**src/common/pcr_regs.vh**
```
`ifndef PCR_REGS_VH
`define PCR_REGS_VH

// register word offsets (byte address = index * 4)
`define PCR_IDX_CONTROL 6'h00
`define PCR_IDX_IF_MODE 6'h14
`define PCR_ADDR_CONTROL 8'h00
`define PCR_ADDR_IF_MODE 8'h50

// control register bit positions
`define PCR_BIT_UNIDIR 5
`define PCR_BIT_RATE_LO 6
`define PCR_BIT_COLL_TEST 7
`define PCR_BIT_DUPLEX 8
`define PCR_BIT_AN_RESTART 9
`define PCR_BIT_ISOLATE 10
`define PCR_BIT_POWERDOWN 11
`define PCR_BIT_AN_ENABLE 12
`define PCR_BIT_RATE_HI 13
`define PCR_BIT_LOOPBACK 14
`define PCR_BIT_SOFT_RESET 15

// fixed read-only values
`define PCR_RATE_GIGABIT 2'h2
`define PCR_COLL_TEST_VAL 1'h0
`define PCR_DUPLEX_VAL 1'h1

// reset values of writable bits
`define PCR_RST_UNIDIR 1'h0
`define PCR_RST_AN_RESTART 1'h0
`define PCR_RST_ISOLATE 1'h0
`define PCR_RST_POWERDOWN 1'h0
`define PCR_RST_AN_ENABLE 1'h1
`define PCR_RST_LOOPBACK 1'h0
`define PCR_RST_IF_MODE 1'h0

// if_mode field
`define PCR_BIT_SGMII 0

`endif

```
**src/pcr_control.v**
```verilog
// Behaviour
// - unidirectional bit ignored whenever auto-negotiation enable is one
// - with negotiation off, unidir 1 lets transmit always, 0 only on valid link
// - unidirectional bit resets to zero
// - rate field bits 6,13 read fixed 1,0 meaning gigabit
// - collision test bit reads zero always
// - duplex bit reads one always
// - writing one to restart while it reads zero, with negotiation enabled, starts new negotiation; bit resets to zero
// - isolate bit one detaches PCS from MAC; resets to zero
// - power-down bit powers down transceiver quad and drives power-down output
// - auto-negotiation enable resets to one; negotiation runs while set
// - loopback bit loops serial data; resets zero; ignored in reduced ten-bit build
// - writing one to reset bit issues one sync reset pulse, self-clears
// - interface-select register picks 1000BASE-X or SGMII mode
`timescale 1ns/1ps
`default_nettype none
`include "pcr_regs.vh"

module pcr_control
#(
    parameter REDUCED_TENBIT_IFACE = 0
)
(
    input wire clk_i,
    input wire rst_i,
    // apb slave
    input wire psel_i,
    input wire penable_i,
    input wire pwrite_i,
    input wire [7:0] paddr_i,
    input wire [31:0] pwdata_i,
    output reg [31:0] prdata_o,
    output reg pready_o,
    output reg pslverr_o,
    // status from the pcs
    input wire link_valid_i,
    // controls to the pcs
    output reg tx_enable_o,
    output reg an_enable_o,
    output reg an_restart_o,
    output reg isolate_o,
    output reg powerdown_o,
    output reg loopback_o,
    output reg pcs_soft_reset_o,
    output reg sgmii_mode_o
);

// ----------------------------------------------------------------
// register state
// ----------------------------------------------------------------
reg unidir;
reg an_restart;
reg isolate;
reg powerdown;
reg an_enable;
reg loopback;
reg soft_reset_req;
reg sgmii_sel;
reg link_meta;
reg link_sync;
wire soft_pulse;
wire restart_pulse;
reg next_unidir;
reg next_an_restart;
reg next_isolate;
reg next_powerdown;
reg next_an_enable;
reg next_loopback;
reg next_soft_reset_req;
reg next_sgmii_sel;
reg next_tx_enable;
reg [31:0] next_prdata;
reg next_pslverr;

// rate code split over its two bit positions, high digit on the low bit
localparam [1:0] RATE_CODE = `PCR_RATE_GIGABIT;

// ----------------------------------------------------------------
// helpers
// ----------------------------------------------------------------
// decodes an address into a known register
function addr_hit;
    input [7:0] a;
    input [7:0] target;
    begin
        addr_hit = (a == target);
    end
endfunction

// assembled control word as software reads it
function [15:0] ctrl_word;
    input u;
    input r;
    input iso;
    input pd;
    input an;
    input lb;
    reg [15:0] w;
    begin
        w = 16'h0000;
        w[`PCR_BIT_UNIDIR] = u;
        w[`PCR_BIT_RATE_LO] = RATE_CODE[1];
        w[`PCR_BIT_RATE_HI] = RATE_CODE[0];
        w[`PCR_BIT_COLL_TEST] = `PCR_COLL_TEST_VAL;
        w[`PCR_BIT_DUPLEX] = `PCR_DUPLEX_VAL;
        w[`PCR_BIT_AN_RESTART] = r;
        w[`PCR_BIT_ISOLATE] = iso;
        w[`PCR_BIT_POWERDOWN] = pd;
        w[`PCR_BIT_AN_ENABLE] = an;
        w[`PCR_BIT_LOOPBACK] = lb;
        w[`PCR_BIT_SOFT_RESET] = 1'b0;
        ctrl_word = w;
    end
endfunction

// ----------------------------------------------------------------
// bus decode
// ----------------------------------------------------------------
// an access is taken once, in the cycle before pready answers
wire access_cyc = psel_i & penable_i & ~pready_o;
wire wr_ctrl = access_cyc & pwrite_i & addr_hit(paddr_i, `PCR_ADDR_CONTROL);
wire wr_mode = access_cyc & pwrite_i & addr_hit(paddr_i, `PCR_ADDR_IF_MODE);

// ----------------------------------------------------------------
// link status synchroniser
// ----------------------------------------------------------------
always @(posedge clk_i)
begin
    if (rst_i)
    begin
        link_meta <= 1'b0;
        link_sync <= 1'b0;
    end
    else
    begin
        link_meta <= link_valid_i;
        link_sync <= link_meta;
    end
end

// ----------------------------------------------------------------
// writable control bits
// ----------------------------------------------------------------
// next values of the writable bits, loaded by a taken bus write
always @*
begin
    next_unidir = unidir;
    next_an_restart = an_restart;
    next_isolate = isolate;
    next_powerdown = powerdown;
    next_an_enable = an_enable;
    next_loopback = loopback;
    // reset bit clears itself one cycle after the write
    next_soft_reset_req = 1'b0;
    next_sgmii_sel = sgmii_sel;
    if (wr_ctrl)
    begin
        next_unidir = pwdata_i[`PCR_BIT_UNIDIR];
        next_an_restart = pwdata_i[`PCR_BIT_AN_RESTART];
        next_isolate = pwdata_i[`PCR_BIT_ISOLATE];
        next_powerdown = pwdata_i[`PCR_BIT_POWERDOWN];
        next_an_enable = pwdata_i[`PCR_BIT_AN_ENABLE];
        next_loopback = pwdata_i[`PCR_BIT_LOOPBACK];
        next_soft_reset_req = pwdata_i[`PCR_BIT_SOFT_RESET];
    end
    if (wr_mode)
    begin
        next_sgmii_sel = pwdata_i[`PCR_BIT_SGMII];
    end
end

// register stage of the writable bits
always @(posedge clk_i)
begin
    if (rst_i)
    begin
        unidir <= `PCR_RST_UNIDIR;
        an_restart <= `PCR_RST_AN_RESTART;
        isolate <= `PCR_RST_ISOLATE;
        powerdown <= `PCR_RST_POWERDOWN;
        an_enable <= `PCR_RST_AN_ENABLE;
        loopback <= `PCR_RST_LOOPBACK;
        soft_reset_req <= 1'b0;
        sgmii_sel <= `PCR_RST_IF_MODE;
    end
    else
    begin
        unidir <= next_unidir;
        an_restart <= next_an_restart;
        isolate <= next_isolate;
        powerdown <= next_powerdown;
        an_enable <= next_an_enable;
        loopback <= next_loopback;
        soft_reset_req <= next_soft_reset_req;
        sgmii_sel <= next_sgmii_sel;
    end
end

// ----------------------------------------------------------------
// pulse generation
// ----------------------------------------------------------------
// one pulse per written one, not per cycle held
pcr_pulse_gen u_soft_pulse
(
    .clk_i(clk_i),
    .rst_i(rst_i),
    .req_i(soft_reset_req),
    .pulse_o(soft_pulse)
);

// restart fires on each rising of the restart bit
pcr_pulse_gen u_restart_pulse
(
    .clk_i(clk_i),
    .rst_i(rst_i),
    .req_i(an_restart),
    .pulse_o(restart_pulse)
);

// ----------------------------------------------------------------
// apb answer
// ----------------------------------------------------------------
// read data and error flag for the access being taken
always @*
begin
    next_prdata = 32'h00000000;
    next_pslverr = 1'b0;
    if (access_cyc)
    begin
        if (addr_hit(paddr_i, `PCR_ADDR_CONTROL))
        begin
            if (~pwrite_i)
                next_prdata = {16'h0000, ctrl_word(unidir, an_restart, isolate,
                               powerdown, an_enable, loopback)};
        end
        else if (addr_hit(paddr_i, `PCR_ADDR_IF_MODE))
        begin
            if (~pwrite_i)
                next_prdata = {{31{1'b0}}, sgmii_sel};
        end
        else
        begin
            next_pslverr = 1'b1; // unmapped address
        end
    end
end

// one wait state: the answer stands for the single cycle after the take
always @(posedge clk_i)
begin
    if (rst_i)
    begin
        pready_o <= 1'b0;
        pslverr_o <= 1'b0;
        prdata_o <= 32'h00000000;
    end
    else
    begin
        pready_o <= access_cyc;
        pslverr_o <= next_pslverr;
        prdata_o <= next_prdata;
    end
end

// ----------------------------------------------------------------
// outputs to the pcs
// ----------------------------------------------------------------
// transmit permission from negotiation, unidirectional bit and link
always @*
begin
    // negotiation on: unidir ignored, transmit waits for link
    if (an_enable)
        next_tx_enable = link_sync;
    else
        next_tx_enable = unidir | link_sync;
end

// registered copies so every pcs control leaves from a flip-flop
always @(posedge clk_i)
begin
    if (rst_i)
    begin
        tx_enable_o <= 1'b0;
        an_enable_o <= `PCR_RST_AN_ENABLE;
        an_restart_o <= 1'b0;
        isolate_o <= `PCR_RST_ISOLATE;
        powerdown_o <= `PCR_RST_POWERDOWN;
        loopback_o <= `PCR_RST_LOOPBACK;
        pcs_soft_reset_o <= 1'b0;
        sgmii_mode_o <= `PCR_RST_IF_MODE;
    end
    else
    begin
        tx_enable_o <= next_tx_enable;
        an_enable_o <= an_enable;
        an_restart_o <= restart_pulse & an_enable;
        isolate_o <= isolate;
        powerdown_o <= powerdown;
        loopback_o <= (REDUCED_TENBIT_IFACE != 0) ? 1'b0 : loopback;
        pcs_soft_reset_o <= soft_pulse;
        sgmii_mode_o <= sgmii_sel;
    end
end

endmodule

`default_nettype wire

```
**src/pcr_pulse_gen.v**
```verilog
`timescale 1ns/1ps
`default_nettype none

// one-cycle pulse on the rising edge of a request level
module pcr_pulse_gen
(
    input wire clk_i,
    input wire rst_i,
    input wire req_i,
    output reg pulse_o
);

reg req_d;

// edge detect registered onto the output
always @(posedge clk_i)
begin
    if (rst_i)
    begin
        req_d <= 1'b0;
        pulse_o <= 1'b0;
    end
    else
    begin
        req_d <= req_i;
        pulse_o <= req_i & ~req_d;
    end
end

endmodule

`default_nettype wire

```
**config.mk**
```make
export PLATFORM = sky130hd
export DESIGN_NAME = pcr_control
export DESIGN_NICKNAME = d
export VERILOG_FILES = /design/src/pcr_control.v /design/src/pcr_pulse_gen.v
export VERILOG_INCLUDE_DIRS = /design/src /design/src/common
export SDC_FILE = /design/constraint.sdc
export NUM_CORES = 1
export LEC_CHECK = 0
export BUFFER_PORTS_ARGS = -buffer_cell sky130_fd_sc_hd__clkbuf_2
export CAP_MARGIN = 5
export CORE_MARGIN = 8
export CORE_UTILIZATION = 40
export DETAILED_ROUTE_END_ITERATION = 10
export PLACE_DENSITY_LB_ADDON = 0.12
export SYNTH_ARGS = -nofsm -noshare
export SYNTH_HDL_FRONTEND = slang
export SYNTH_HIERARCHICAL = 1
export SYNTH_SLANG_ARGS = --single-unit
```
**constraint.sdc**
```tcl
create_clock -name clk_i -period 2.2 [get_ports clk_i]
set_input_delay 0.33 -clock clk_i [delete_from_list [all_inputs] [get_ports clk_i]]
set_output_delay 0.33 -clock clk_i [all_outputs]
set_load 0.05 [all_outputs]
```
-- After elaboration in Yosys (flattened, before gate mapping)
Cells that the tools add are included.
- bits in registers: 56
- input port bits: 46
- output and inout port bits: 42
- word-level logic and storage cells: 50
- equal/unequal tests: 1
- multiplexer cells: 6
- bitwise operators: 14
- reduce and logical (&&, ||, !) cells: 4
- operators by type and width (cell ; number):
    2-to-1 mux 32 bit ; 1
    2-to-1 mux 15 bit ; 1
    AND 1 bit ; 8
    equality test 8 x 7 -> 1 bit (second input constant) ; 1
    logical NOT 8 bit ; 1
    inverter 1 bit ; 5
    2-to-1 mux 1 bit ; 4
    OR reduction 2 bit ; 2
    OR reduction 3 bit ; 1
    OR 1 bit ; 1

-- Longest topological paths before layout
- depth in word-level cells: 6
- depth in mapped cells: 3
- mapped depth without buffers: 3

-- Cells and area by module
Netlist, hierarchy kept.
- by module, submodules not included (module ; instances ; cells an instance ; area an instance (um^2)):
    pcr_control ; 1 ; 107 ; 1138.6
    pcr_pulse_gen ; 2 ; 4 ; 58.8

-- Worst setup path after synthesis
OpenSTA, ideal clock, no wires.
- kind: input to register
- start point: input port paddr_i[1]
- end point: register isolate
- library setup time: 121 ps
- data arrival time: 1578 ps
- setup slack: 501 ps
- cell stages on the path: 3
- cells stage by stage: or4_4 > nor3_4 > mux2_2
- cells in the longest elaborated chain, start to end: 2
- RTL lines (item ; RTL line ; source):
    from (decl) ; pcr_control.v:30 ; input wire [7:0] paddr_i,
    logical NOT 8 bit ; pcr_control.v:86 ; addr_hit = (a == target);
    AND 1 bit ; pcr_control.v:121 ; wire wr_ctrl = access_cyc & pwrite_i & addr_hit(paddr_i, `PCR_ADDR_CONTROL);
    to (signal assigned) ; pcr_control.v:179 ; isolate <= `PCR_RST_ISOLATE;
    to (signal assigned) ; pcr_control.v:190 ; isolate <= next_isolate;
    to (decl) ; pcr_control.v:53 ; reg isolate;
Every way passes these cells.
A chain may end at the register's enable or synchronous reset.

-- Worst setup path after layout
- start point: input port paddr_i[1]
- end point: register loopback
- cells in the longest elaborated chain, start to end: 2
- RTL lines (item ; RTL line ; source):
    logical NOT 8 bit ; pcr_control.v:86 ;
    AND 1 bit ; pcr_control.v:121 ;
    to (signal assigned) ; pcr_control.v:182 ; loopback <= `PCR_RST_LOOPBACK;
    to (signal assigned) ; pcr_control.v:193 ; loopback <= next_loopback;
    to (decl) ; pcr_control.v:56 ; reg loopback;
Every way passes these cells.

==> flow_metrics.py <==
metrics = {
    "timing": {
        "finalSetupViolations": 0,
        "timing.final.crit_period_ps": 1520,
        "grt_setup_unrepaired": "false",
        "fmax_mhz": 656,
        "fin_setup_tns_ps": 0,
        "post-route-period-util_pct": 69.3,
        "skew_ps": 3.23,
        "report.final.hold_viol_count": 0,
        "final-max-slew-violation-count": 0,
    },
    "route": {
        "remaining_drc_errors": 0,
        "avgViaCountPerCell": 4.09,
        "route.final.wire_length_um": 2270,
        "vias": 834,
        "detail_route.first_pass.iterations": 4,
        "wire_per_inst_um": 11.1,
        "postRouteAntennaNets": 0,
        "drt_iter0_drc": 28,
    },
    "worst_setup_path": {
        "critical_path.startpoint_type": "primary input",
        "critical_path.max_fanout": 6,
        "path_delay_family": "simple AND/OR/NAND/NOR gates",
        "worst-endpoint-arrival_ps": 1730,
        "worst_reg_to_reg_cells": 3,
        "crit_buf_inv": 1,
        "timing_worst_setup_path_type": "in -> reg",
        "path_cells": "clkbuf_2 -> or4_4 -> nor3_4 -> mux2_2",
        "max_stage_delay_cell_worst_path": "sky130_fd_sc_hd__or4_4",
        "critical-path-max-stage-delay_ps": 580,
        "critical_path.endpoint_type": "flop",
        "critical_path_depth": 4,
        "critPathRequiredTime_ps": 2410,
    },
    "cells_and_area": {
        "largest_register_ffs": 8,
        "largest_register": "prdata_o",
        "antennaDiodeCount": 0,
        "final_net_count": 206,
        "final_layout_size_suffix_gt1_share_pct": 36.9,
        "finalNonFillerCells": 204,
        "final.fill_count": 306,
        "area.growth.synth_to_final_pct": 16.8,
    },
    "die": {
        "die_area_sq_um": 5190,
        "floorplan.initialDensity_pct": 41.5,
        "die_height_um": 72.0,
        "die_width_um": 72.0,
        "core-area_sq_um": 3030,
        "rows": 20,
        "boundaryPins": 88,
    },
    "clocking": {
        "ctsRootBufferMaster": "sky130_fd_sc_hd__clkbuf_4",
        "post_cts.resized_instances": 0,
        "cts_setup_buffers": 0,
        "clk_latency_ps": 310,
        "clkTransAtPathRegs_ps": 90,
        "cts_tree": "yes",
        "cts_buffers": 5,
        "holdBufCountCts": 0,
        "htree_levels": 2,
        "cts_max_path_buffers": 2,
        "cts_num_sinks": 32,
    },
    "run_status": {
        "status": "completed",
    },
    "placed_design": {
        "gpl.final_weighted_congestion": 0.751,
        "placed_cells_incl_taps": 197,
        "port-buffer-count": 40,
        "post-dp-hpwl_um": 1810,
    },
    "synth": {
        "synth_top_cell_by_area": "sky130_fd_sc_hd__dfxtp_1",
        "post_synth_main_area_contributors": "sky130_fd_sc_hd__dfxtp_1 51%, sky130_fd_sc_hd__buf_4 14%, sky130_fd_sc_hd__nor2b_1 6.5%, sky130_fd_sc_hd__mux2_2 3.6%, sky130_fd_sc_hd__and2_1 3.0%",
        "synth.distinct_cells": 26,
        "post_synth_instance_area_sq_um": 1260,
        "synth_seq_cells": 32,
        "synth_largest_type_area_fraction_pct": 51.0,
        "synthCells": 115,
        "ys_seq_area_share_pct": 51.0,
        "synth.yosys.warnings": 6,
        "syn-mean-instance-area_sq_um": 10.9,
    },
    "global_route": {
        "antenna_found_initial": 0,
        "grt_max_degree": 25,
        "globalRouteOverflowTotal": 0,
        "first_pass_grt_wire_length_um": 3770,
        "via_count_of_the_first_global_routing_pass": 903,
        "gr-usage-all-layers_pct": 9.46,
    },
    "hold_path": {
        "worst_hold_check_path_type": "in -> reg",
        "timing.hold.worst_path_depth": 2,
    },
    "pwr": {
        "power.static_leakage_nw": 0.708,
        "power-per-cell-area_nw_per_um2": 695,
        "total_power_w": 0.00102,
        "peakVddDrop_mv": 0.235,
    },
    "flow_run": {
        "drv_cap": 0,
    },
}
## worst register-to-register path, delay by kind of cell (launching register included)
| family | cells | cell delay (ps) |
|---|---|---|
| AND/OR/NAND/NOR | 2 | 650 |
| flip-flops | 1 | 330 |
| multiplexers | 1 | 380 |
## through the flow
step	utilization (%)	worst slack, ps	hold WS, ps	area (sq um)
detailed placement	46.9	333	400	1420
finish	48.5	675	220	1470
global placement	46.9	350	395	1420
CTS	48.5	668	208	1470
global route	48.5	635	231	1470
floorplan	-	501	387	1340
## worst paths after layout
path	startpoint	end	slack, ps
hold / removal	link_valid_i	link_meta	220
setup reg to reg	pready_o	loopback	740
hold reg to reg	u_soft_pulse/req_d	u_soft_pulse/pulse_o	410
setup / recovery	paddr_i[1]	loopback	680
## cell families (layout without fill, tap and decap cells)
family	count (synthesis)	count (layout)	synth area share, %
mux	7	7	5.98
xor+xnor	1	1	0.697
compound gates	2	2	0.797
flops	32	32	51.0
simple gates	43	43	25.4
other cells	1	23	0.299
buf+inv	29	52	15.8
## power by group
part / leakage (nW) / switching [W] / internal [W] / total (W)
clock network: 0.0281 / 0.000175 / 0.000117 / 0.000292
logic: 0.421 / 0.000117 / 0.0000260 / 0.000144
registers: 0.259 / 0.00000111 / 0.000582 / 0.000583
## per-layer routing
metal  global-route usage, %  share of wire, %  vias to the layer above
li1                        -                 -                      415
met3                    3.44               7.5                        7
met2                    15.5                46                       45
met5                       0                 0                        -
met1                    9.58                44                      367
met4                    7.48               3.0                        0
## placed cells by master, fill, tap and decap left out, types with 2 or more instances in the layout
| cell type | synthesis | final |
|---|---|---|
| sky130_fd_sc_hd__mux2_2 | 4 | 4 |
| sky130_fd_sc_hd__nand2b_1 | 4 | 4 |
| sky130_fd_sc_hd__and2_1 | 6 | 6 |
| sky130_fd_sc_hd__or4_4 | 2 | 2 |
| sky130_fd_sc_hd__clkbuf_2 | 0 | 40 |
| sky130_fd_sc_hd__nor2_1 | 4 | 4 |
| sky130_fd_sc_hd__nand2_1 | 2 | 2 |
| sky130_fd_sc_hd__clkbuf_4 | 0 | 5 |
| sky130_fd_sc_hd__conb_1 | 1 | 23 |
| sky130_fd_sc_hd__mux2i_1 | 3 | 3 |
| sky130_fd_sc_hd__nor3b_2 | 2 | 2 |
| sky130_fd_sc_hd__dfxtp_1 | 32 | 32 |
| sky130_fd_sc_hd__nor2b_1 | 13 | 13 |
| sky130_fd_sc_hd__a21oi_1 | 2 | 2 |
| sky130_fd_sc_hd__buf_4 | 24 | 2 |
| sky130_fd_sc_hd__inv_1 | 3 | 3 |
## area by class of cell
| cell class | count | area [sq um] | area share (%) |
|---|---|---|---|
| timing repair buffer | 42 | 215 | 14.7 |
| clock buffer | 6 | 41.3 | 2.81 |
| multi-input combinational | 76 | 499 | 34.0 |
| inverter | 3 | 11.3 | 0.767 |
| sequential | 32 | 641 | 43.6 |
| clock inverter | 1 | 5.00 | 0.341 |
| tap | 44 | 55.1 | 3.75 |
## cell usage after synthesis
library cell                number
sky130_fd_sc_hd__nor3_1          1
sky130_fd_sc_hd__conb_1          1
sky130_fd_sc_hd__nor4_4          1
sky130_fd_sc_hd__and2_1          6
sky130_fd_sc_hd__nor2b_1        13
sky130_fd_sc_hd__dfxtp_1        32
sky130_fd_sc_hd__inv_1           3
sky130_fd_sc_hd__mux2_2          4
sky130_fd_sc_hd__xnor2_1         1
sky130_fd_sc_hd__nor2_1          4
sky130_fd_sc_hd__nor3b_2         2
sky130_fd_sc_hd__clkbuf_1        2
sky130_fd_sc_hd__nor4b_1         1
sky130_fd_sc_hd__and3b_2         1
sky130_fd_sc_hd__nor4_1          1
sky130_fd_sc_hd__nand4b_1        1
sky130_fd_sc_hd__nand2b_1        4
sky130_fd_sc_hd__nor3_4          1
sky130_fd_sc_hd__nand4bb_1       1
sky130_fd_sc_hd__mux2i_1         3
sky130_fd_sc_hd__or4_4           2
sky130_fd_sc_hd__buf_4          24
sky130_fd_sc_hd__nor4bb_1        1
sky130_fd_sc_hd__a21oi_1         2
sky130_fd_sc_hd__nand3b_1        1
sky130_fd_sc_hd__nand2_1         2
Note: power is estimated with default switching activity, not from simulation.
